File: src/hdl/ref_temp_pkg.sv
package ref_temp_pkg;

  // Register byte offsets on the Avalon-MM slave.
  localparam logic [15:0] CTRL_OFFSET   = 16'h100c;
  localparam logic [15:0] TCALC_OFFSET  = 16'h1010;
  localparam logic [15:0] TRES_OFFSET   = 16'h1014;
  localparam logic [15:0] GAINS_OFFSET  = 16'h1018;
  localparam logic [15:0] OFFS_OFFSET   = 16'h101c;
  localparam logic [15:0] STAT_OFFSET   = 16'h1020;

  // Field positions in the shared control register.
  localparam int EN_BIT     = 7;
  localparam int RDY_BIT    = 6;
  localparam int TSON_BIT   = 5;
  localparam int RANGE_BIT  = 4;
  localparam int BUF2_LSB   = 2;
  localparam int BUF1_LSB   = 0;

  // Reset values.
  localparam logic [7:0]  CTRL_RESET   = 8'h00;
  localparam logic [15:0] GAIN_RESET   = 16'h0000;
  localparam logic [15:0] OFFSET_RESET = 16'h0000;

  // Conversion constants.
  localparam int GAIN_SHIFT   = 8;
  localparam int TEMP_DIVISOR = 10;
  localparam int DIV_STEPS    = 24;

  // Reference settling time in ns and its cycle count at 125 MHz (rounded up).
  localparam int SETTLE_NS     = 25000;
  localparam int CLK_PERIOD_NS = 8;
  localparam int SETTLE_CYCLES = (SETTLE_NS + CLK_PERIOD_NS - 1) / CLK_PERIOD_NS;

  // Buffer gain codes.
  typedef enum logic [1:0] {
    BUF_OFF = 2'h0,
    BUF_X1  = 2'h1,
    BUF_X2  = 2'h2,
    BUF_X4  = 2'h3
  } buf_gain_t;

endpackage

File: src/hdl/temp_divider.sv
`timescale 1ns/10ps
// Signed restoring divider by a constant; the quotient truncates toward zero
// like integer division in software, and comes out of a register.
module temp_divider #(
  parameter int WIDTH = 24
) (
  input  wire logic                    mclk,
  input  wire logic                    rst,
  input  wire logic                    start,
  input  wire logic signed [WIDTH-1:0] dividend,
  output logic signed [WIDTH-1:0]      quotient_r,
  output logic                         done_r
);

  localparam logic [4:0] DIVISOR = 5'(ref_temp_pkg::TEMP_DIVISOR);

  logic [WIDTH-1:0] mag_r;
  logic [4:0]       rem_r;
  logic [5:0]       cnt_r;
  logic             neg_r;
  logic             busy_r;
  logic [5:0]       trial;
  wire  [WIDTH-1:0] abs_in;

  // Work on the magnitude so negative results truncate toward zero.
  assign abs_in = dividend[WIDTH-1] ? WIDTH'(-dividend) : dividend;
  assign trial  = {rem_r, mag_r[WIDTH-1]};

  // One quotient bit per clock.
  always_ff @(posedge mclk or posedge rst) begin
    if (rst) begin
      mag_r <= '0; rem_r <= '0; cnt_r <= '0; neg_r <= 1'b0;
      busy_r <= 1'b0; done_r <= 1'b0; quotient_r <= '0;
    end else begin
      done_r <= 1'b0;
      if (start) begin
        mag_r <= abs_in; rem_r <= '0; neg_r <= dividend[WIDTH-1];
        cnt_r <= 6'(WIDTH); busy_r <= 1'b1;
      end else if (busy_r) begin
        if (trial >= {1'b0, DIVISOR}) begin
          rem_r <= 5'(trial - {1'b0, DIVISOR});
          mag_r <= {mag_r[WIDTH-2:0], 1'b1};
        end else begin
          rem_r <= trial[4:0];
          mag_r <= {mag_r[WIDTH-2:0], 1'b0};
        end
        cnt_r <= cnt_r - 6'h01;
        if (cnt_r == 6'h01) begin
          busy_r <= 1'b0;
          done_r <= 1'b1;
          quotient_r <= neg_r ? -$signed({mag_r[WIDTH-2:0], trial >= {1'b0, DIVISOR}})
                              : $signed({mag_r[WIDTH-2:0], trial >= {1'b0, DIVISOR}});
        end
      end
    end
  end

endmodule

File: src/hdl/ref_temp_ctrl.sv
`timescale 1ns/10ps
// Summary of operation
// - Bit 7 enables the fixed reference; resets to zero.
// - Bit 6 is a read-only ready flag, zero when reference disabled or settling.
// - Bit 5 enables the temperature sensor; resets to zero.
// - Bit 4 selects high (1) or low (0) sensor range; resets to zero.
// - Bits 3:2 set buffer 2 gain: off, 1x, 2x, 4x; reset off.
// - Bits 1:0 set buffer 1 gain with same codes; reset off.
// - Buffer 2 feeds converter, comparator and ADC input only, never reference.
// - Buffer 1 feeds ADC reference and an ADC input channel.
// - One register holds reference and sensor fields; each write with byte lane 0 enabled rewrites all.
// - Sensor draws no current while its enable bit is clear.
module ref_temp_ctrl #(
  parameter int SETTLE_COUNT = ref_temp_pkg::SETTLE_CYCLES
) (
  input  wire logic        mclk,
  input  wire logic        rst,
  input  wire logic [15:0] avs_address,
  input  wire logic        avs_read,
  input  wire logic        avs_write,
  input  wire logic [31:0] avs_writedata,
  input  wire logic [3:0]  avs_byteenable,
  output logic [31:0]      avs_readdata,
  output logic             avs_waitrequest,
  output logic             fixed_voltage_ref_on,
  output logic             temp_sensor_on,
  output logic             temp_range_select,
  output logic [1:0]       buffer1_gain_select,
  output logic [1:0]       buffer2_gain_select,
  output logic             buf1_to_adc_ref,
  output logic             buf1_to_adc_chan,
  output logic             buf2_to_dac_cmp,
  output logic             buf2_to_adc_chan
);

  //////////////////////////////////////////////////////////////////////////////
  // Registers and decode.

  logic [7:0]         ctrl_r;
  logic               rdy_r;
  logic [15:0]        settle_cnt_r;
  logic [15:0]        adc_r;
  logic [15:0]        gain_lo_r;
  logic [15:0]        gain_hi_r;
  logic [15:0]        off_lo_r;
  logic [15:0]        off_hi_r;
  logic signed [23:0] temp_r;
  logic               busy_r;
  logic               start_r;
  logic               ack_r;
  logic [31:0]        rdata_r;
  logic [7:0]         ctrl_nxt;
  logic signed [23:0] quot;
  logic               div_done;

  wire req          = (avs_read | avs_write) & ~ack_r;
  wire wr           = avs_write & ack_r;  // Lands only where waitrequest is seen low.
  wire hit_ctrl     = avs_address == ref_temp_pkg::CTRL_OFFSET;
  wire hit_tcalc    = avs_address == ref_temp_pkg::TCALC_OFFSET;
  wire hit_gains    = avs_address == ref_temp_pkg::GAINS_OFFSET;
  wire hit_offs     = avs_address == ref_temp_pkg::OFFS_OFFSET;
  wire range_hi     = ctrl_r[ref_temp_pkg::RANGE_BIT];
  wire ref_en       = ctrl_r[ref_temp_pkg::EN_BIT];

  // Merge bytes of a 16-bit pair under the byte enables.
  function automatic logic [15:0] merge16(input logic [15:0] old, input logic [15:0] nw,
                                          input logic [1:0] be);
    merge16 = {be[1] ? nw[15:8] : old[15:8], be[0] ? nw[7:0] : old[7:0]};
  endfunction

  // A whole-byte write replaces every field at once, the ready bit excepted.
  assign ctrl_nxt = {avs_writedata[7], 1'b0, avs_writedata[5:0]};

  // Pick the calibration constants by range.
  wire signed [15:0] gain_sel = range_hi ? gain_hi_r : gain_lo_r;
  wire signed [15:0] off_sel  = range_hi ? off_hi_r  : off_lo_r;
  wire signed [39:0] product  = $signed({1'b0, adc_r}) * gain_sel;
  wire signed [23:0] scaled   = 24'(product >>> ref_temp_pkg::GAIN_SHIFT);
  wire signed [23:0] pre_div  = scaled + 24'(off_sel);

  //////////////////////////////////////////////////////////////////////////////
  // Bus slave: one wait cycle, answer on the second edge.

  always_ff @(posedge mclk or posedge rst) begin
    if (rst) begin
      ack_r <= 1'b0;
      avs_waitrequest <= 1'b1;
      rdata_r <= 32'h0000_0000;
    end else begin
      ack_r <= req;
      // A registered copy keeps the port glitch free and straight off a flop.
      avs_waitrequest <= ~req;
      if (avs_read & ~ack_r) begin
        case (1'b1)
          hit_ctrl:  rdata_r <= {24'h00_0000, ctrl_r[7], rdy_r & ref_en, ctrl_r[5:0]};
          hit_tcalc: rdata_r <= {16'h0000, adc_r};
          avs_address == ref_temp_pkg::TRES_OFFSET: rdata_r <= 32'(temp_r);
          hit_gains: rdata_r <= {gain_hi_r, gain_lo_r};
          hit_offs:  rdata_r <= {off_hi_r, off_lo_r};
          avs_address == ref_temp_pkg::STAT_OFFSET: rdata_r <= {31'h0, busy_r};
          default:   rdata_r <= 32'h0000_0000;
        endcase
      end
    end
  end

  assign avs_readdata    = rdata_r;

  // Control register and calibration writes.
  always_ff @(posedge mclk or posedge rst) begin
    if (rst) begin
      ctrl_r    <= ref_temp_pkg::CTRL_RESET;
      gain_lo_r <= ref_temp_pkg::GAIN_RESET;
      gain_hi_r <= ref_temp_pkg::GAIN_RESET;
      off_lo_r  <= ref_temp_pkg::OFFSET_RESET;
      off_hi_r  <= ref_temp_pkg::OFFSET_RESET;
    end else if (wr) begin
      if (hit_ctrl && avs_byteenable[0]) ctrl_r <= ctrl_nxt;
      if (hit_gains) begin
        gain_lo_r <= merge16(gain_lo_r, avs_writedata[15:0], avs_byteenable[1:0]);
        gain_hi_r <= merge16(gain_hi_r, avs_writedata[31:16], avs_byteenable[3:2]);
      end
      if (hit_offs) begin
        off_lo_r <= merge16(off_lo_r, avs_writedata[15:0], avs_byteenable[1:0]);
        off_hi_r <= merge16(off_hi_r, avs_writedata[31:16], avs_byteenable[3:2]);
      end
    end
  end

  //////////////////////////////////////////////////////////////////////////////
  // Reference settling: ready rises once the reference has been on long enough.

  always_ff @(posedge mclk or posedge rst) begin
    if (rst) begin
      settle_cnt_r <= 16'h0000;
      rdy_r <= 1'b0;
    end else if (!ref_en) begin
      settle_cnt_r <= 16'h0000;
      rdy_r <= 1'b0;
    end else if (settle_cnt_r < 16'(SETTLE_COUNT - 1)) begin
      settle_cnt_r <= settle_cnt_r + 16'h0001;
    end else begin
      rdy_r <= 1'b1;
    end
  end

  //////////////////////////////////////////////////////////////////////////////
  // Conversion: writing the raw reading starts a calculation. Software owns the
  // averaging and acquisition wait; this engine just does the arithmetic.

  always_ff @(posedge mclk or posedge rst) begin
    if (rst) begin
      adc_r <= 16'h0000;
      start_r <= 1'b0;
      busy_r <= 1'b0;
      temp_r <= '0;
    end else begin
      start_r <= 1'b0;
      if (wr && hit_tcalc && !busy_r) begin
        // Byte 1 is the high result byte and byte 0 the low one.
        adc_r <= {avs_writedata[15:8], avs_writedata[7:0]};
        start_r <= 1'b1;
        busy_r <= 1'b1;
      end else if (div_done) begin
        temp_r <= quot;
        busy_r <= 1'b0;
      end
    end
  end

  temp_divider #(.WIDTH(24)) u_div (
    .mclk       (mclk),
    .rst        (rst),
    .start      (start_r),
    .dividend   (pre_div),
    .quotient_r (quot),
    .done_r     (div_done)
  );

  //////////////////////////////////////////////////////////////////////////////
  // Analog controls, all from flip-flops.

  always_ff @(posedge mclk or posedge rst) begin
    if (rst) begin
      fixed_voltage_ref_on <= 1'b0;
      temp_sensor_on <= 1'b0;
      temp_range_select <= 1'b0;
      buffer1_gain_select <= 2'h0;
      buffer2_gain_select <= 2'h0;
      buf1_to_adc_ref <= 1'b0;
      buf1_to_adc_chan <= 1'b0;
      buf2_to_dac_cmp <= 1'b0;
      buf2_to_adc_chan <= 1'b0;
    end else begin
      fixed_voltage_ref_on <= ref_en;
      temp_sensor_on <= ctrl_r[ref_temp_pkg::TSON_BIT];
      temp_range_select <= range_hi;
      buffer1_gain_select <= ctrl_r[ref_temp_pkg::BUF1_LSB +: 2];
      buffer2_gain_select <= ctrl_r[ref_temp_pkg::BUF2_LSB +: 2];
      buf1_to_adc_ref  <= ctrl_r[1:0] != ref_temp_pkg::BUF_OFF;
      buf1_to_adc_chan <= ctrl_r[1:0] != ref_temp_pkg::BUF_OFF;
      buf2_to_dac_cmp  <= ctrl_r[3:2] != ref_temp_pkg::BUF_OFF;
      buf2_to_adc_chan <= ctrl_r[3:2] != ref_temp_pkg::BUF_OFF;
    end
  end

  //////////////////////////////////////////////////////////////////////////////
  // Checks.

  property p_en_follows;
    @(posedge mclk) disable iff (rst) $past(ref_en) == fixed_voltage_ref_on;
  endproperty
  a_en_follows: assert property (p_en_follows) else $error("enable output lags bit");

  property p_rdy_off;
    @(posedge mclk) disable iff (rst) !ref_en |=> !rdy_r;
  endproperty
  a_rdy_off: assert property (p_rdy_off) else $error("ready while disabled");

  property p_sensor;
    @(posedge mclk) disable iff (rst) !ctrl_r[5] |=> !temp_sensor_on;
  endproperty
  a_sensor: assert property (p_sensor) else $error("sensor on while disabled");

  property p_range;
    @(posedge mclk) disable iff (rst) range_hi |=> temp_range_select;
  endproperty
  a_range: assert property (p_range) else $error("range output wrong");

  property p_buf2;
    @(posedge mclk) disable iff (rst) ##1 buffer2_gain_select == $past(ctrl_r[3:2]);
  endproperty
  a_buf2: assert property (p_buf2) else $error("buffer 2 gain wrong");

  property p_buf1;
    @(posedge mclk) disable iff (rst) buf1_to_adc_ref == (buffer1_gain_select != 2'h0);
  endproperty
  a_buf1: assert property (p_buf1) else $error("buffer 1 routing wrong");

  property p_buf2_route;
    @(posedge mclk) disable iff (rst)
      (ctrl_r[3:2] != 2'h0) |=> (buf2_to_adc_chan && buf2_to_dac_cmp);
  endproperty
  a_buf2_route: assert property (p_buf2_route) else $error("buffer 2 routing wrong");

  property p_ctrl_write;
    @(posedge mclk) disable iff (rst) wr && hit_ctrl && avs_byteenable[0]
      |=> ctrl_r == {$past(avs_writedata[7]), 1'b0, $past(avs_writedata[5:0])};
  endproperty
  a_ctrl_write: assert property (p_ctrl_write) else $error("control write lost");

  property p_calc_done;
    @(posedge mclk) disable iff (rst) start_r |-> ##[24:26] !busy_r;
  endproperty
  a_calc_done: assert property (p_calc_done) else $error("calculation too slow");

endmodule

File: config.mk
export PLATFORM = sky130hd
export DESIGN_NAME = ref_temp_ctrl
export DESIGN_NICKNAME = d
export VERILOG_FILES = /design/src/hdl/ref_temp_pkg.sv /design/src/hdl/temp_divider.sv /design/src/hdl/ref_temp_ctrl.sv
export SDC_FILE = /design/constraint.sdc
export NUM_CORES = 1
export LEC_CHECK = 0
export BUFFER_PORTS_ARGS = -buffer_cell sky130_fd_sc_hd__buf_2
export CAP_MARGIN = 20
export CELL_PAD_IN_SITES_DETAIL_PLACEMENT = 1
export CELL_PAD_IN_SITES_GLOBAL_PLACEMENT = 1
export CORE_ASPECT_RATIO = 0.6
export CORE_UTILIZATION = 50
export DETAILED_ROUTE_END_ITERATION = 10
export HOLD_SLACK_MARGIN = 0.1
export PLACE_DENSITY_LB_ADDON = 0.1
export SLEW_MARGIN = 15
export SYNTH_ARGS = -nofsm -noshare
export SYNTH_HDL_FRONTEND = slang
export SYNTH_HIERARCHICAL = 1
export SYNTH_SLANG_ARGS = --single-unit
File: constraint.sdc
create_clock -name mclk -period 11 [get_ports mclk]
set_input_delay 1.1 -clock mclk [delete_from_list [all_inputs] [get_ports mclk]]
set_output_delay 1.1 -clock mclk [all_outputs]
set_load 0.005 [all_outputs]
# --- Yosys cells after proc, flatten, opt, wreduce, memory -nomap -nowiden ---
# Index checks and enable logic that the tools add are counted.
op_classes:
  addsub: 6
  multipliers: 1
  order_cmp: 2
  eq_ne: 9
  mux: 31
  bitwise: 9
  n_reduce_logical: 19
op_table:
  columns: ["operator", "count"]
  rows:
  - ["two-way mux 32 bit", 5]
  - ["equality test 16 x 13 -> 1 bit, second input constant", 6]
  - ["two-way mux 24 bit", 4]
  - ["two-way mux 16 bit", 4]
  - ["negator 24 bit", 2]
  - ["multiplier 17 x 16 -> 32 bit", 1]
  - ["AND reduction 3 bit", 9]
  - ["adder 24 x 16 -> 24 bit", 1]
  - ["adder 16 x 1 -> 16 bit, second input constant", 1]
  - ["< comparator 16 x 12 -> 1 bit, second input constant", 1]
  - ["two-way mux 5 bit", 3]
  - ["two-way mux 1 bit", 13]
  - ["two-way mux 6 bit", 2]
  - ["nonzero test 2 bit", 4]
  - ["equality test 6 x 1 -> 1 bit, second input constant", 1]
  - [">= comparator 6 x 4 -> 1 bit, second input constant", 1]
  - ["subtractor 6 x 1 -> 6 bit, second input constant", 1]
  - ["subtractor 5 x 4 -> 5 bit, second input constant", 1]
  - ["AND 1 bit", 4]
  - ["inverter 1 bit", 4]
  - ["AND reduction 2 bit", 2]
  - ["logical AND 1 bit", 3]
  - ["inequality test 2 x 1 -> 1 bit, second input constant", 1]
  - ["inequality test 2 bit, second input constant", 1]
  - ["other kinds (2)", 2]
word_totals:
  reg_bits: 235
  in_bits: 56
  output_inout_bits: 44
  wordCells: 109

# --- Depth between registers and ports, before layout ---
# Gate-level depths: netlist of the first run.
logic_depth:
  depth_word: 7
  mapped_depth: 39
  depth_no_buf: 36

# --- Hierarchy ---
# Netlist of the first run, hierarchy kept.
modules_own_cells:
  columns: ["mod", "instances", "cells_per_inst", "area_per_inst_um2", "seq_area_each_um2"]
  rows:
  - ["ref_temp_ctrl", 1, 1697, 17126.4, 4330.4]
  - ["temp_divider", 1, 388, 3607.2, 1551.5]

# --- Worst setup path before layout of the first run ---
# OpenSTA, ideal clock, no wires.
synth_path:
  path_type: "flip-flop to flip-flop"
  startpoint: "register ctrl_r[4]"
  endpoint: "register u_div.mag_r[23]"
  setup_time_ps: 76
  arrival_ps: 9436
  required_time_ps: 10924
  slack_ps: 1487
  path_stages_with_launch: 37
  n_path_buf: 3
  synth_period_minus_slack_ps: 9513
  path_cell_list: "dfrtp_1 > buf_6 > clkbuf_1 > mux2i_1 > clkbuf_1 > nor2b_1 > fa_1 > inv_1 > fa_1 > fa_1 > inv_1 > fa_1 > fa_1 > inv_1 > fa_1 > inv_1 > ha_1 > a21oi_1 > o21ai_1 > o21ai_0 > nand2b_1 > o21ai_0 > nor2b_1 > xnor2_1 > ha_1 > or3_1 > o21ai_0 > a31oi_1 > a211o_1 > a21o_1 > a21oi_1 > xnor2_1 > or4_1 > or4_1 > or3_1 > or4_1 > o21ai_1"
synth_via:
  elab_chain_cells: 6
  word_cells_on_any_way: 7
  cone_classes: "add/sub (2); mul (1); mux (4)"
synth_lines:
  columns: ["element", "line_no", "rtl"]
  rows:
  - ["from (decl)", "ref_temp_ctrl.sv:39", "logic [7:0] ctrl_r;"]
  - ["from (signal assigned)", "ref_temp_ctrl.sv:112", "ctrl_r <= ref_temp_pkg::CTRL_RESET;"]
  - ["from (signal assigned)", "ref_temp_ctrl.sv:118", "if (hit_ctrl && avs_byteenable[0]) ctrl_r <= ctrl_nxt;"]
  - ["two-way mux 16 bit", "ref_temp_ctrl.sv:75", "wire signed [15:0] gain_sel = range_hi ? gain_hi_r : gain_lo_r;"]
  - ["multiplier 17 x 16 -> 32 bit", "ref_temp_ctrl.sv:77", "wire signed [39:0] product = $signed({1'b0, adc_r}) * gain_sel;"]
  - ["adder 24 x 16 -> 24 bit *", "ref_temp_ctrl.sv:79", "wire signed [23:0] pre_div = scaled + 24'(off_sel);"]
  - ["net pre_div[17]", "ref_temp_ctrl.sv:79", null]
  - ["negator 24 bit *", "temp_divider.sv:26", "assign abs_in = dividend[WIDTH-1] ? WIDTH'(-dividend) : dividend;"]
  - ["two-way mux 24 bit *", "temp_divider.sv:26", null]
  - ["two-way mux 24 bit *", "temp_divider.sv:36", "if (start) begin"]
  - ["to (signal assigned)", "temp_divider.sv:42", "mag_r <= {mag_r[WIDTH-2:0], 1'b1};"]
  - ["to (signal assigned)", "temp_divider.sv:45", "mag_r <= {mag_r[WIDTH-2:0], 1'b0};"]
  - ["to (decl)", "temp_divider.sv:17", "logic [WIDTH-1:0] mag_r;"]
# Mark *: on every way through the listed nets, which the timed path passes. The rest lies on a longest branch.
# A chain may end at the register's enable or synchronous reset.

# --- Final worst setup path of the first run ---
# Ends and elaborated chain as after synthesis.

==> metrics.txt, run 1 <==
# TYPE chip_impl_metric gauge
chip_impl_info{name="run_status",value="complete, no violations"} 1
chip_impl_metric{name="numPortBuffers",unit=""} 99
chip_impl_metric{name="grtUsageMet3",unit=""} 0.0452
chip_impl_info{name="synth_flop_cell",value="sky130_fd_sc_hd__dfrtp_1"} 1
chip_impl_metric{name="worstPathMaxFanout",unit=""} 33
chip_impl_metric{name="syn-mean-instance-area",unit="um^2"} 9.94
chip_impl_metric{name="area.growth.synth_to_final",unit="%"} 8.76
chip_impl_info{name="r2r-end",value="u_div/mag_r[23]$_DFFE_PP0P_"} 1
chip_impl_info{name="reg2reg_from",value="ctrl_r[4]$_DFFE_PP0P_"} 1
chip_impl_metric{name="timing_max_transition_violations_final",unit=""} 0
chip_impl_metric{name="fmax",unit="MHz"} 98.5
chip_impl_metric{name="post_drt_via_cell_ratio",unit=""} 5.78
chip_impl_metric{name="die_width",unit="um"} 265
chip_impl_metric{name="grt_max_degree",unit=""} 92
chip_impl_info{name="grt_most_used_layer",value="met2"} 1
chip_impl_metric{name="power.static_leakage",unit="nW"} 11.6
chip_impl_metric{name="postCtsSetupBuffers",unit=""} 0
chip_impl_info{name="netlist_top_cells_area",value="sky130_fd_sc_hd__dfrtp_1 28%, sky130_fd_sc_hd__fa_1 19%, sky130_fd_sc_hd__ha_1 8.6%, sky130_fd_sc_hd__mux2_2 7.5%, sky130_fd_sc_hd__inv_1 4.7%"} 1
chip_impl_metric{name="design.core.area",unit="um^2"} 40700
chip_impl_metric{name="clk_path_buf_depth",unit=""} 3
chip_impl_metric{name="numClockSinks",unit=""} 235
chip_impl_metric{name="floorplan.initialDensity",unit=""} 0.510
chip_impl_metric{name="async_reset_ff_frac",unit=""} 1.00
chip_impl_metric{name="h-tree-depth",unit=""} 1
chip_impl_metric{name="first_iter_violations",unit=""} 1029
chip_impl_metric{name="synthesis.nets",unit=""} 2478
chip_impl_metric{name="final.min_clock_period",unit="ns"} 10.15
chip_impl_info{name="worst_hold_startpoint",value="ctrl_r[5]$_DFFE_PP0P_"} 1
chip_impl_metric{name="synth_top_area_share",unit=""} 0.282
chip_impl_metric{name="finalCritPeriodShare",unit=""} 0.923
chip_impl_metric{name="post-place-ws",unit="ns"} 0.946
chip_impl_metric{name="count_of_endpoints_failing_setup_in_the_final_report",unit=""} 0
chip_impl_metric{name="share_of_layout_cells_above_drive_strength_1",unit=""} 0.159
chip_impl_info{name="critPathLaunchType",value="register"} 1
chip_impl_metric{name="area_of_the_die",unit="um^2"} 42300
chip_impl_info{name="setup.worst_path.start",value="ctrl_r[4]$_DFFE_PP0P_"} 1
chip_impl_metric{name="synth_sequential_area_ratio",unit=""} 0.284
chip_impl_metric{name="ant_nets",unit=""} 0
chip_impl_metric{name="r2r_setup_slack",unit="ns"} 0.85
chip_impl_metric{name="fill_count",unit=""} 4492
chip_impl_metric{name="slowest_delay",unit="ns"} 0.57
chip_impl_metric{name="postSynthCellCount",unit=""} 2085
chip_impl_metric{name="io_pins",unit=""} 100
chip_impl_metric{name="syn-cell-area",unit="um^2"} 20700
chip_impl_metric{name="first_global_vias",unit=""} 16700
chip_impl_info{name="cts_tree",value="built"} 1
chip_impl_info{name="holdPathEnd",value="temp_sensor_on$_DFF_PP0_"} 1
chip_impl_metric{name="detailed_place_hpwl",unit="mm"} 47.7
chip_impl_metric{name="routed_wirelength",unit="mm"} 61.4
chip_impl_info{name="grt_setup_unrepaired",value="false"} 1
chip_impl_metric{name="critPathArrivalTime",unit="ns"} 10.60
chip_impl_info{name="worst_hold_path_type",value="reg2reg"} 1
chip_impl_metric{name="ys_seq_elements",unit=""} 235
chip_impl_info{name="cell_type_contributing_the_most_total_cell_area_after_synthesis",value="sky130_fd_sc_hd__dfrtp_1"} 1
chip_impl_metric{name="slew-limit-headroom",unit=""} 0.277
chip_impl_metric{name="clkTransAtPathRegs",unit="ns"} 0.07
chip_impl_metric{name="post_cts_resized",unit=""} 0
chip_impl_metric{name="hold_violations",unit=""} 0
chip_impl_metric{name="placement_rows",unit=""} 57
chip_impl_metric{name="maximum_capacitance_violations",unit=""} 0
chip_impl_info{name="slowest_stage",value="sky130_fd_sc_hd__or4_1"} 1
chip_impl_metric{name="layout_setup_ws",unit="ns"} 0.849
chip_impl_metric{name="fin_nets",unit=""} 2532
chip_impl_metric{name="clkLatencyLatePin",unit="ns"} 0.53
chip_impl_metric{name="synth_enable_flop_cells",unit=""} 0
chip_impl_metric{name="first_pass_grt_wire_length",unit="mm"} 97.0
chip_impl_metric{name="post_drt_wl_per_cell",unit="um"} 22.9
chip_impl_info{name="root_buffer",value="sky130_fd_sc_hd__clkbuf_16"} 1
chip_impl_metric{name="gpl.final_weighted_congestion",unit=""} 0.905
chip_impl_metric{name="cell_depth_of_the_worst_min_delay_path",unit=""} 0
chip_impl_metric{name="global_route.overflow_total",unit=""} 0
chip_impl_metric{name="setup_total_negative_slack",unit="ns"} 0
chip_impl_metric{name="power_density",unit="nW/um^2"} 78.4
chip_impl_metric{name="worst_ir_drop_vdd",unit="mV"} 0.104
chip_impl_metric{name="worst_ep_required_time",unit="ns"} 11.45
chip_impl_metric{name="ys_warn_count",unit=""} 6
chip_impl_metric{name="dr_total_vias",unit=""} 15500
chip_impl_metric{name="synth_cell_types",unit=""} 74
chip_impl_info{name="setup_cp_type",value="reg2reg"} 1
chip_impl_metric{name="ff_to_ff_path_depth",unit=""} 37
chip_impl_info{name="end_kind",value="register"} 1
chip_impl_metric{name="initial_antenna_violation_count",unit=""} 2
chip_impl_metric{name="worst-slew-pin-transition",unit="ns"} 1.06
chip_impl_metric{name="clock_skew",unit="ns"} 0.00780
chip_impl_metric{name="grt_util_met1",unit=""} 0.434
chip_impl_metric{name="holdBufCountCts",unit=""} 0
chip_impl_metric{name="overall_global_routing_resource_usage",unit=""} 0.298
chip_impl_metric{name="grt.met2_usage",unit=""} 0.474
chip_impl_metric{name="die-height",unit="um"} 160
chip_impl_metric{name="first_pass_iters",unit=""} 7
chip_impl_metric{name="drc",unit=""} 0
chip_impl_metric{name="cts-buffers-inserted",unit=""} 22
[cell families after synthesis]
| kind of cell | after synthesis | synth area share |
|---|---|---|
| AND/OR/NAND/NOR | 561 | 0.137 |
| buffers and inverters | 358 | 0.0665 |
| adder cells (fa/ha/maj) | 337 | 0.274 |
| AO/OA/AOI/OAI | 303 | 0.0941 |
| flip-flops | 235 | 0.284 |
| multiplexers | 186 | 0.101 |
| XOR/XNOR | 105 | 0.0444 |
[area by class of cell]
type / instances / area [um^2] / area share
Clock inverter: 10 / 130 / 0.00577
Inverter: 262 / 988 / 0.0438
Multi-Input combinational cell: 1492 / 13500 / 0.598
Antenna cell: 2 / 5.00 / 0.000222
Sequential cell: 235 / 5880 / 0.261
Timing Repair Buffer: 126 / 723 / 0.0321
Clock buffer: 30 / 662 / 0.0294
Tap cell: 531 / 664 / 0.0295
[cell usage after synthesis, types with 64 or more instances]
cell / count
sky130_fd_sc_hd__nand2_1: 215
sky130_fd_sc_hd__fa_1: 194
sky130_fd_sc_hd__mux2_2: 138
sky130_fd_sc_hd__inv_1: 262
sky130_fd_sc_hd__a21oi_1: 64
sky130_fd_sc_hd__ha_1: 143
sky130_fd_sc_hd__nor2b_1: 77
sky130_fd_sc_hd__nor2_1: 67
sky130_fd_sc_hd__clkbuf_1: 76
sky130_fd_sc_hd__o21ai_0: 94
sky130_fd_sc_hd__dfrtp_1: 234
sky130_fd_sc_hd__and2_1: 73
[worst max-delay path by stage]
| stage | slack [ns] | endpoint | cells past startpoint |
|---|---|---|---|
| detailed placement | 0.95 | u_div/mag_r[23]$_DFFE_PP0P_ | 37 |
| finish | 0.85 | u_div/mag_r[23]$_DFFE_PP0P_ | 37 |
| global placement | 1.22 | u_div/mag_r[23]$_DFFE_PP0P_ | 37 |
| floorplan | 1.49 | u_div/mag_r[23]$_DFFE_PP0P_ | 36 |
| global route | 0.32 | u_div/mag_r[23]$_DFFE_PP0P_ | 35 |
| CTS | 0.92 | u_div/mag_r[23]$_DFFE_PP0P_ | 37 |
[worst max-delay path, delay by kind of cell (launching register included)]
kind | cells | cell delay (ns)
mux | 1 | 0.21
buf+inv | 6 | 0.71
xor+xnor | 2 | 0.27
compound gates | 12 | 2.72
fa+ha+maj | 8 | 3.34
flops | 1 | 0.42
simple gates | 8 | 2.39
[flip-flops by register name (all words and copies together), names as in the netlist, 2 cells and up]
register	count
gain_hi_r	16
adc_r	16
u_div/mag_r	24
temp_r	24
buffer1_gain_select	2
buffer2_gain_select	2
u_div/cnt_r	6
avs_readdata	32
settle_cnt_r	16
off_lo_r	16
gain_lo_r	16
u_div/quotient_r	24
ctrl_r	7
u_div/rem_r	5
off_hi_r	16
[metrics by stage]
step	std cells	hold slack (ns)	area (um^2)	power, mW	util
floorplan	2085	0.370	20700	0.911	-
global placement	2645	0.390	21700	0.941	0.534
detailed placement	2645	0.404	21700	0.942	0.534
CTS	2685	0.419	22500	1.78	0.554
global route	2686	0.437	22500	1.81	0.555
finish	2688	0.423	22600	1.77	0.555
[routing by layer]
metal  share of wire  vias to the layer above
met5               0                        -
met4           0.020                        0
met3           0.054                       74
met2            0.46                      373
met1            0.47                     8113
li1                -                     6968
[cell usage in the layout, fill, tap and decap left out, types with 16 or more instances in the layout]
master / count
sky130_fd_sc_hd__a211oi_1: 29
sky130_fd_sc_hd__a21o_1: 16
sky130_fd_sc_hd__a21oi_1: 64
sky130_fd_sc_hd__and2_1: 73
sky130_fd_sc_hd__buf_2: 99
sky130_fd_sc_hd__buf_4: 25
sky130_fd_sc_hd__clkbuf_16: 23
sky130_fd_sc_hd__dfrtp_1: 233
sky130_fd_sc_hd__fa_1: 194
sky130_fd_sc_hd__ha_1: 143
sky130_fd_sc_hd__inv_1: 260
sky130_fd_sc_hd__mux2_1: 20
sky130_fd_sc_hd__mux2_2: 138
sky130_fd_sc_hd__mux2i_1: 24
sky130_fd_sc_hd__nand2_1: 215
sky130_fd_sc_hd__nand2b_1: 23
sky130_fd_sc_hd__nand3_1: 17
sky130_fd_sc_hd__nor2_1: 67
sky130_fd_sc_hd__nor2b_1: 77
sky130_fd_sc_hd__o21ai_0: 94
sky130_fd_sc_hd__xnor2_1: 57
sky130_fd_sc_hd__xor2_1: 47
[report_power, final]
group / switching (mW) / internal, mW
clock network: 0.349 / 0.493
registers: 0.00149 / 0.865
logic: 0.0450 / 0.0147
total: 0.395 / 1.37
Power figures use the tool's default switching activity.
==> inputs of run 2 (changes only) <==
clock period = 10.7 ns   (was 11 ns; I/O delays follow)
==> run 2 against run 1 <==
Against the previous run:
- sequential cell count unchanged
- sequential power up 2.8%
- sequential share of layout area about the same
- non-clock buffer count up 4
- routed wire length up 0.52%
- critical path depth down 2
- die area unchanged
- clock skew up 0.0037 ns
- final cell count up 0.15%
- largest power group unchanged
- highest routed layer unchanged
==> metrics.txt, run 2 (synthesis results as in run 1) <==
# TYPE chip_impl_metric gauge
chip_impl_info{name="run_status",value="complete, no violations"} 1
chip_impl_info{name="root_buffer",value="sky130_fd_sc_hd__clkbuf_16"} 1
chip_impl_metric{name="comb_power_share",unit=""} 0.034
chip_impl_metric{name="cell_depth_of_the_worst_min_delay_path",unit=""} 0
chip_impl_metric{name="overall_global_routing_resource_usage",unit=""} 0.300
chip_impl_metric{name="floorplan.initialDensity",unit=""} 0.510
chip_impl_info{name="end_kind",value="register"} 1
chip_impl_metric{name="critPathArrivalTime",unit="ns"} 10.61
chip_impl_metric{name="count_of_endpoints_failing_setup_in_the_final_report",unit=""} 0
chip_impl_info{name="setup_cp_type",value="reg2reg"} 1
chip_impl_metric{name="clkLatencyLatePin",unit="ns"} 0.53
chip_impl_metric{name="cts-buffers-inserted",unit=""} 22
chip_impl_info{name="mostFrequentLayoutCell",value="sky130_fd_sc_hd__inv_1"} 1
chip_impl_metric{name="first_global_vias",unit=""} 16700
chip_impl_metric{name="seqPwrFrac",unit=""} 0.502
chip_impl_metric{name="io_pins",unit=""} 100
chip_impl_metric{name="power.share.switching",unit=""} 0.232
chip_impl_metric{name="gpl.final_weighted_congestion",unit=""} 0.894
chip_impl_metric{name="netSwitchingPower",unit="mW"} 0.413
chip_impl_metric{name="power_report.internal_total",unit="mW"} 1.36
chip_impl_metric{name="detailed_place_hpwl",unit="mm"} 48.0
chip_impl_metric{name="maximum_capacitance_violations",unit=""} 0
chip_impl_metric{name="routed_wirelength",unit="mm"} 61.8
chip_impl_metric{name="final.min_clock_period",unit="ns"} 10.16
chip_impl_metric{name="design.core.area",unit="um^2"} 40700
chip_impl_info{name="grt_setup_unrepaired",value="false"} 1
chip_impl_metric{name="postCtsSetupBuffers",unit=""} 0
chip_impl_metric{name="first_pass_grt_wire_length",unit="mm"} 98.0
chip_impl_metric{name="largest_register_ff_count",unit=""} 32
chip_impl_metric{name="post-place-ws",unit="ns"} 0.360
chip_impl_info{name="mostFrequentLayoutCells",value="260 x sky130_fd_sc_hd__inv_1, 232 x sky130_fd_sc_hd__dfrtp_1, 215 x sky130_fd_sc_hd__nand2_1"} 1
chip_impl_metric{name="placement_rows",unit=""} 57
chip_impl_metric{name="finalHoldWorstSlack",unit="ns"} 0.421
chip_impl_metric{name="numPortBuffers",unit=""} 99
chip_impl_metric{name="slew-limit-headroom",unit=""} 0.299
chip_impl_metric{name="first_pass_iters",unit=""} 4
chip_impl_metric{name="worst-slew-pin-transition",unit="ns"} 1.05
chip_impl_metric{name="dr_total_vias",unit=""} 15500
chip_impl_metric{name="slowest_delay",unit="ns"} 0.59
chip_impl_metric{name="clockPowerShare",unit=""} 0.464
chip_impl_metric{name="ff_to_ff_path_depth",unit=""} 35
chip_impl_metric{name="grt_max_degree",unit=""} 104
chip_impl_metric{name="clkTransAtPathRegs",unit="ns"} 0.07
chip_impl_metric{name="fin_nets",unit=""} 2536
chip_impl_metric{name="area_of_the_die",unit="um^2"} 42300
chip_impl_metric{name="stdcell_area",unit="um^2"} 22500
chip_impl_metric{name="worst_ir_drop_vdd",unit="mV"} 0.0967
chip_impl_metric{name="worst_ep_required_time",unit="ns"} 11.15
chip_impl_metric{name="die_width",unit="um"} 265
chip_impl_metric{name="fmax",unit="MHz"} 98.4
chip_impl_metric{name="global_route.overflow_total",unit=""} 0
chip_impl_metric{name="post_drt_via_cell_ratio",unit=""} 5.77
chip_impl_metric{name="ant_nets",unit=""} 0
chip_impl_info{name="slowest_stage",value="sky130_fd_sc_hd__mux2_2"} 1
chip_impl_metric{name="finalCritPeriodShare",unit=""} 0.950
chip_impl_metric{name="die-height",unit="um"} 160
chip_impl_metric{name="hold_violations",unit=""} 0
chip_impl_metric{name="post_drt_wl_per_cell",unit="um"} 22.9
chip_impl_info{name="critPathLaunchType",value="register"} 1
chip_impl_metric{name="timing_max_transition_violations_final",unit=""} 0
chip_impl_metric{name="clock_skew",unit="ns"} 0.0115
chip_impl_metric{name="setup_total_negative_slack",unit="ns"} 0
chip_impl_metric{name="power.static_leakage",unit="nW"} 11.6
chip_impl_info{name="reg2reg_from",value="ctrl_r[4]$_DFFE_PP0P_"} 1
chip_impl_metric{name="area.growth.synth_to_final",unit="%"} 8.61
chip_impl_info{name="critPathMostFrequentCell",value="sky130_fd_sc_hd__fa_1"} 1
chip_impl_metric{name="numClockSinks",unit=""} 235
chip_impl_metric{name="worstPathMaxFanout",unit=""} 16
chip_impl_metric{name="clk_path_buf_depth",unit=""} 3
chip_impl_metric{name="first_iter_violations",unit=""} 1087
chip_impl_metric{name="dpl-instance-area",unit="um^2"} 21700
chip_impl_metric{name="layout_setup_ws",unit="ns"} 0.540
chip_impl_metric{name="h-tree-depth",unit=""} 1
chip_impl_metric{name="initial_antenna_violation_count",unit=""} 2
chip_impl_info{name="setup.worst_path.start",value="ctrl_r[4]$_DFFE_PP0P_"} 1
chip_impl_info{name="cts_tree",value="built"} 1
chip_impl_metric{name="share_of_layout_cells_above_drive_strength_1",unit=""} 0.160
chip_impl_info{name="worst_hold_path_type",value="reg2reg"} 1
chip_impl_metric{name="drc",unit=""} 0
chip_impl_info{name="worst_hold_startpoint",value="ctrl_r[5]$_DFFE_PP0P_"} 1
chip_impl_metric{name="power_density",unit="nW/um^2"} 78.9
==> run 2: layout make-up <==
| class | count | area [um^2] |
|---|---|---|
| fillers | 4558 | 18100 |
| multi-input cells | 1492 | 13500 |
| flip-flops and latches | 235 | 5880 |
| inverters | 262 | 988 |
| repair buffers | 130 | 728 |
| clock buffers | 31 | 666 |
| well taps | 531 | 664 |
| clock inverters | 9 | 80.1 |
| diodes | 2 | 5.00 |
==> run 2: through the flow <==
stage,utilization,instances,power [mW]
6_report,0.554,2692,1.78
5_1_grt,0.554,2692,1.83
4_1_cts,0.553,2690,1.79
3_5_place_dp,0.535,2650,0.970
3_3_place_gp,0.535,2650,0.968
2_1_floorplan,-,2085,0.937
==> run 2: layer usage <==
metal,track usage,up-vias,part of all wire
met5,0,-,0
met4,0.0562,0,0.018
met3,0.0424,67,0.048
met2,0.462,351,0.46
met1,0.453,8149,0.48
li1,-,6978,-
==> run 2: final timing paths <==
path	to	slack (ns)
hold reg to reg	temp_sensor_on$_DFF_PP0_	0.42
setup reg to reg	u_div/mag_r[23]$_DFFE_PP0P_	0.54
min in group asynchronous	temp_r[17]$_DFFE_PP0P_	0.70
hold / removal	temp_sensor_on$_DFF_PP0_	0.42
setup / recovery	u_div/mag_r[23]$_DFFE_PP0P_	0.54
max in group asynchronous	off_lo_r[14]$_DFFE_PP0P_	8.46
==> run 2: power by group through the flow <==
stage	Combinational, mW	Sequential (mW)	Clock (mW)
2_1_floorplan	0.0292	0.908	0
3_5_place_dp	0.0618	0.908	0
6_report	0.0609	0.891	0.824
3_3_place_gp	0.0604	0.908	0
4_1_cts	0.0621	0.891	0.836
5_1_grt	0.0671	0.891	0.870
==> run 2: what timing repair did <==
action	CTS	global route
setup endpoints to repair	0	3
resized for setup	0	4
hold buffers	0	0
==> run 2: critical path: cells and delay by family (launching register included) <==
family	cells	cell delay, ns
AO/OA/AOI/OAI	12	2.50
adder cells (fa/ha/maj)	8	3.46
XOR/XNOR	2	0.27
multiplexers	1	0.59
buffers and inverters	4	0.33
AND/OR/NAND/NOR	8	2.41
flip-flops	1	0.50
==> inputs of run 3 (changes only) <==
ABC_CLOCK_PERIOD_IN_PS = 10700   (was not set)
SYNTH_HIERARCHICAL = not set   (was 1)
==> run 3 against run 2 <==
Against the previous run:
- maximum frequency rose by 0.94%
- clock skew increased by 0.014 ns
- count of clock-buffer cells in the layout is the same
- first-iteration DRC count fell by 8.6%
- routed wire length rose by 3.8%
- sequential cell count is the same
- sequential share of layout area is 0.39 points lower
- largest power group unchanged
==> metrics.txt, run 3 <==
# TYPE chip_impl_metric gauge
chip_impl_metric{name="fmax",unit="MHz"} 99.4
chip_impl_metric{name="dr_total_vias",unit=""} 16100
chip_impl_info{name="worst_hold_path_type",value="reg2reg"} 1
chip_impl_metric{name="numClockSinks",unit=""} 235
chip_impl_metric{name="area.growth.synth_to_final",unit="%"} 8.74
chip_impl_metric{name="detailed_place_hpwl",unit="mm"} 49.4
chip_impl_metric{name="insertedDiodeCount",unit=""} 0
chip_impl_metric{name="fin_nets",unit=""} 2565
chip_impl_info{name="synth_most_common_cell",value="sky130_fd_sc_hd__inv_1"} 1
chip_impl_metric{name="drc",unit=""} 0
chip_impl_metric{name="first_iter_violations",unit=""} 993
chip_impl_info{name="mostFrequentLayoutCell",value="sky130_fd_sc_hd__inv_1"} 1
chip_impl_info{name="setup_cp_type",value="reg2reg"} 1
chip_impl_metric{name="ys_seq_elements",unit=""} 235
chip_impl_metric{name="share_of_layout_cells_above_drive_strength_1",unit=""} 0.165
chip_impl_metric{name="floorplan.initialDensity",unit=""} 0.513
chip_impl_info{name="reg2reg_from",value="ctrl_r[4]$_DFFE_PP0P_"} 1
chip_impl_metric{name="first_pass_grt_wire_length",unit="mm"} 103
chip_impl_info{name="slowest_stage",value="sky130_fd_sc_hd__or4_4"} 1
chip_impl_info{name="cell_type_contributing_the_most_total_cell_area_after_synthesis",value="sky130_fd_sc_hd__dfrtp_1"} 1
chip_impl_metric{name="placement_rows",unit=""} 57
chip_impl_metric{name="postSynthCellCount",unit=""} 2116
chip_impl_info{name="worst_hold_startpoint",value="ctrl_r[5]$_DFFE_PP0P_"} 1
chip_impl_metric{name="synth_cell_types",unit=""} 78
chip_impl_metric{name="worst-slew-pin-transition",unit="ns"} 1.04
chip_impl_metric{name="largest_register_ff_count",unit=""} 32
chip_impl_info{name="critPathMostFrequentCell",value="sky130_fd_sc_hd__fa_1"} 1
chip_impl_metric{name="routed_wirelength",unit="mm"} 64.1
chip_impl_metric{name="cts-buffers-inserted",unit=""} 22
chip_impl_metric{name="h-tree-depth",unit=""} 1
chip_impl_info{name="top_cells_by_count_synth",value="265 x sky130_fd_sc_hd__inv_1, 239 x sky130_fd_sc_hd__nand2_1, 234 x sky130_fd_sc_hd__dfrtp_1, 194 x sky130_fd_sc_hd__fa_1"} 1
chip_impl_info{name="root_buffer",value="sky130_fd_sc_hd__clkbuf_16"} 1
chip_impl_metric{name="design.core.area",unit="um^2"} 40900
chip_impl_metric{name="power.static_leakage",unit="nW"} 11.6
chip_impl_metric{name="clkTransAtPathRegs",unit="ns"} 0.07
chip_impl_info{name="end_kind",value="register"} 1
chip_impl_info{name="cts_tree",value="built"} 1
chip_impl_metric{name="numPortBuffers",unit=""} 99
chip_impl_metric{name="post_drt_wl_per_cell",unit="um"} 23.3
chip_impl_metric{name="global_route.overflow_total",unit=""} 0
chip_impl_metric{name="postCtsSetupBuffers",unit=""} 0
chip_impl_info{name="critPathLaunchType",value="register"} 1
chip_impl_info{name="run_status",value="complete, no violations"} 1
chip_impl_metric{name="syn-mean-instance-area",unit="um^2"} 9.93
chip_impl_metric{name="power_density",unit="nW/um^2"} 78.4
chip_impl_info{name="netlist_top_cells_area",value="sky130_fd_sc_hd__dfrtp_1 28%, sky130_fd_sc_hd__fa_1 18%, sky130_fd_sc_hd__ha_1 8.6%, sky130_fd_sc_hd__mux2_2 7.7%, sky130_fd_sc_hd__inv_1 4.7%"} 1
chip_impl_metric{name="clkLatencyLatePin",unit="ns"} 0.54
chip_impl_metric{name="clock_skew",unit="ns"} 0.0255
chip_impl_metric{name="setup_total_negative_slack",unit="ns"} 0
chip_impl_metric{name="final_core_utilization",unit=""} 0.558
chip_impl_metric{name="slowest_delay",unit="ns"} 0.59
chip_impl_metric{name="hold_violations",unit=""} 0
chip_impl_metric{name="post_cts_resized",unit=""} 0
chip_impl_metric{name="critical_path.n_buffers_inverters",unit=""} 4
chip_impl_metric{name="die_width",unit="um"} 267
chip_impl_info{name="synth_flop_cell",value="sky130_fd_sc_hd__dfrtp_1"} 1
chip_impl_metric{name="maximum_capacitance_violations",unit=""} 0
chip_impl_metric{name="slew-limit-headroom",unit=""} 0.304
chip_impl_metric{name="totalPowerFinal",unit="mW"} 1.79
chip_impl_metric{name="initial_antenna_violation_count",unit=""} 1
chip_impl_metric{name="synth_sequential_area_ratio",unit=""} 0.280
chip_impl_metric{name="timing_max_transition_violations_final",unit=""} 0
chip_impl_metric{name="synth_top_area_share",unit=""} 0.279
chip_impl_metric{name="syn-cell-area",unit="um^2"} 21000
chip_impl_metric{name="io_pins",unit=""} 100
chip_impl_metric{name="die-height",unit="um"} 161
chip_impl_metric{name="ant_nets",unit=""} 0
chip_impl_metric{name="holdBufCountCts",unit=""} 0
chip_impl_info{name="setup.worst_path.start",value="ctrl_r[4]$_DFFE_PP0P_"} 1
chip_impl_info{name="grt_setup_unrepaired",value="false"} 1
chip_impl_metric{name="overall_global_routing_resource_usage",unit=""} 0.312
chip_impl_metric{name="post-place-ws",unit="ns"} 0.493
chip_impl_metric{name="gpl.final_weighted_congestion",unit=""} 0.906
chip_impl_metric{name="synth_enable_flop_cells",unit=""} 0
chip_impl_metric{name="worstPathMaxFanout",unit=""} 34
chip_impl_metric{name="finalCritPeriodShare",unit=""} 0.941
chip_impl_metric{name="area_of_the_die",unit="um^2"} 42900
chip_impl_metric{name="count_of_endpoints_failing_setup_in_the_final_report",unit=""} 0
chip_impl_info{name="mostFrequentLayoutCells",value="264 x sky130_fd_sc_hd__inv_1, 239 x sky130_fd_sc_hd__nand2_1, 233 x sky130_fd_sc_hd__dfrtp_1"} 1
chip_impl_metric{name="final.min_clock_period",unit="ns"} 10.06
chip_impl_metric{name="clk_path_buf_depth",unit=""} 3
chip_impl_metric{name="ys_warn_count",unit=""} 0
chip_impl_metric{name="first_global_vias",unit=""} 17500
chip_impl_metric{name="critPathArrivalTime",unit="ns"} 10.52
chip_impl_metric{name="layout_setup_ws",unit="ns"} 0.635
chip_impl_metric{name="synthesis.nets",unit=""} 2510
chip_impl_metric{name="post_drt_via_cell_ratio",unit=""} 5.86
chip_impl_metric{name="fill_count",unit=""} 4601
chip_impl_metric{name="grt_max_degree",unit=""} 90
chip_impl_info{name="crit_family",value="adder cells"} 1
chip_impl_metric{name="first_pass_iters",unit=""} 5
chip_impl_metric{name="worst_ir_drop_vdd",unit="mV"} 0.0947
chip_impl_metric{name="async_reset_ff_frac",unit=""} 1.00
chip_impl_metric{name="worst_ep_required_time",unit="ns"} 11.16
==> run 3: cell count changes in the layout (fill, tap and decap cells not counted), moves of 9 or more <==
cell | previous run | this run
sky130_fd_sc_hd__mux2_1 | 20 | 1
sky130_fd_sc_hd__nand2_1 | 215 | 239
sky130_fd_sc_hd__o21ai_1 | 12 | 3
sky130_fd_sc_hd__mux4_2 | 2 | 16
sky130_fd_sc_hd__and2_1 | 73 | 61
sky130_fd_sc_hd__o21a_1 | 8 | 20
sky130_fd_sc_hd__a22o_1 | 0 | 9
sky130_fd_sc_hd__and4_1 | 1 | 10
sky130_fd_sc_hd__xnor2_1 | 57 | 33
sky130_fd_sc_hd__nor2_1 | 67 | 81
sky130_fd_sc_hd__a21oi_1 | 64 | 35
sky130_fd_sc_hd__mux2i_1 | 24 | 35
sky130_fd_sc_hd__nand3_1 | 17 | 30
==> run 3: path summary, 6_finish.rpt <==
| path | to | slack, ns | cells after the start |
|---|---|---|---|
| worst max register to register | u_div.mag_r[23]$_DFFE_PP0P_ | 0.64 | 33 |
| worst max-delay path | u_div.mag_r[23]$_DFFE_PP0P_ | 0.64 | 33 |
| worst min register to register | temp_sensor_on$_DFF_PP0_ | 0.43 | 0 |
| min in group asynchronous | off_lo_r[1]$_DFFE_PP0P_ | 0.62 | 2 |
| worst min-delay path | temp_sensor_on$_DFF_PP0_ | 0.43 | 0 |
| max in group asynchronous | u_div.quotient_r[8]$_DFFE_PP0P_ | 8.61 | 3 |
==> run 3: metrics by stage <==
stage / cells / area, um^2 / hold WS, ns
global route: 2745 / 22900 / 0.433
global placement: 2706 / 22100 / 0.380
finish: 2745 / 22900 / 0.429
floorplan: 2116 / 21000 / 0.349
detailed placement: 2706 / 22100 / 0.412
CTS: 2744 / 22800 / 0.426
==> run 3: area by class of cell <==
type	count	area (um^2)	share of cell area
timing repair buffer	127	732	0.0320
tap	560	701	0.0307
clock buffer	31	624	0.0273
multi-input combinational	1520	13800	0.603
inverter	265	1000	0.0439
clock inverter	7	121	0.00531
sequential	235	5880	0.257
==> run 3: logic make-up (layout without fill, tap and decap cells) <==
family | count (synthesis) | in the layout | synth area share
xor gates and xnor gates | 74 | 74 | 0.0315
and+or+nand+nor | 620 | 620 | 0.148
muxes | 197 | 197 | 0.112
DFF | 235 | 235 | 0.280
adders and majority gates | 338 | 338 | 0.271
AOI/OAI and AO/OA | 291 | 291 | 0.0924
buffers and inverters | 361 | 430 | 0.0653
==> run 3: per-layer routing <==
layer	vias to the layer above	part of all wire	GRT usage
li1	7129	-	-
met4	0	0.018	0.0541
met2	431	0.45	0.489
met1	8442	0.48	0.472
met3	78	0.050	0.0353
met5	-	0	0
==> run 3: worst reg2reg max path: cells and delay by family, from the launching register on <==
family,cells,cell delay [ns]
buf+inv,4,0.43
fa+ha+maj,8,3.93
mux,1,0.57
simple gates,12,2.88
compound gates,8,1.74
flops,1,0.41
==> run 3: where the power goes <==
group | internal, mW | total [mW] | switching [mW]
logic | 0.0160 | 0.0621 | 0.0461
clock network | 0.480 | 0.838 | 0.357
registers | 0.889 | 0.891 | 0.00154
total | 1.39 | 1.79 | 0.405
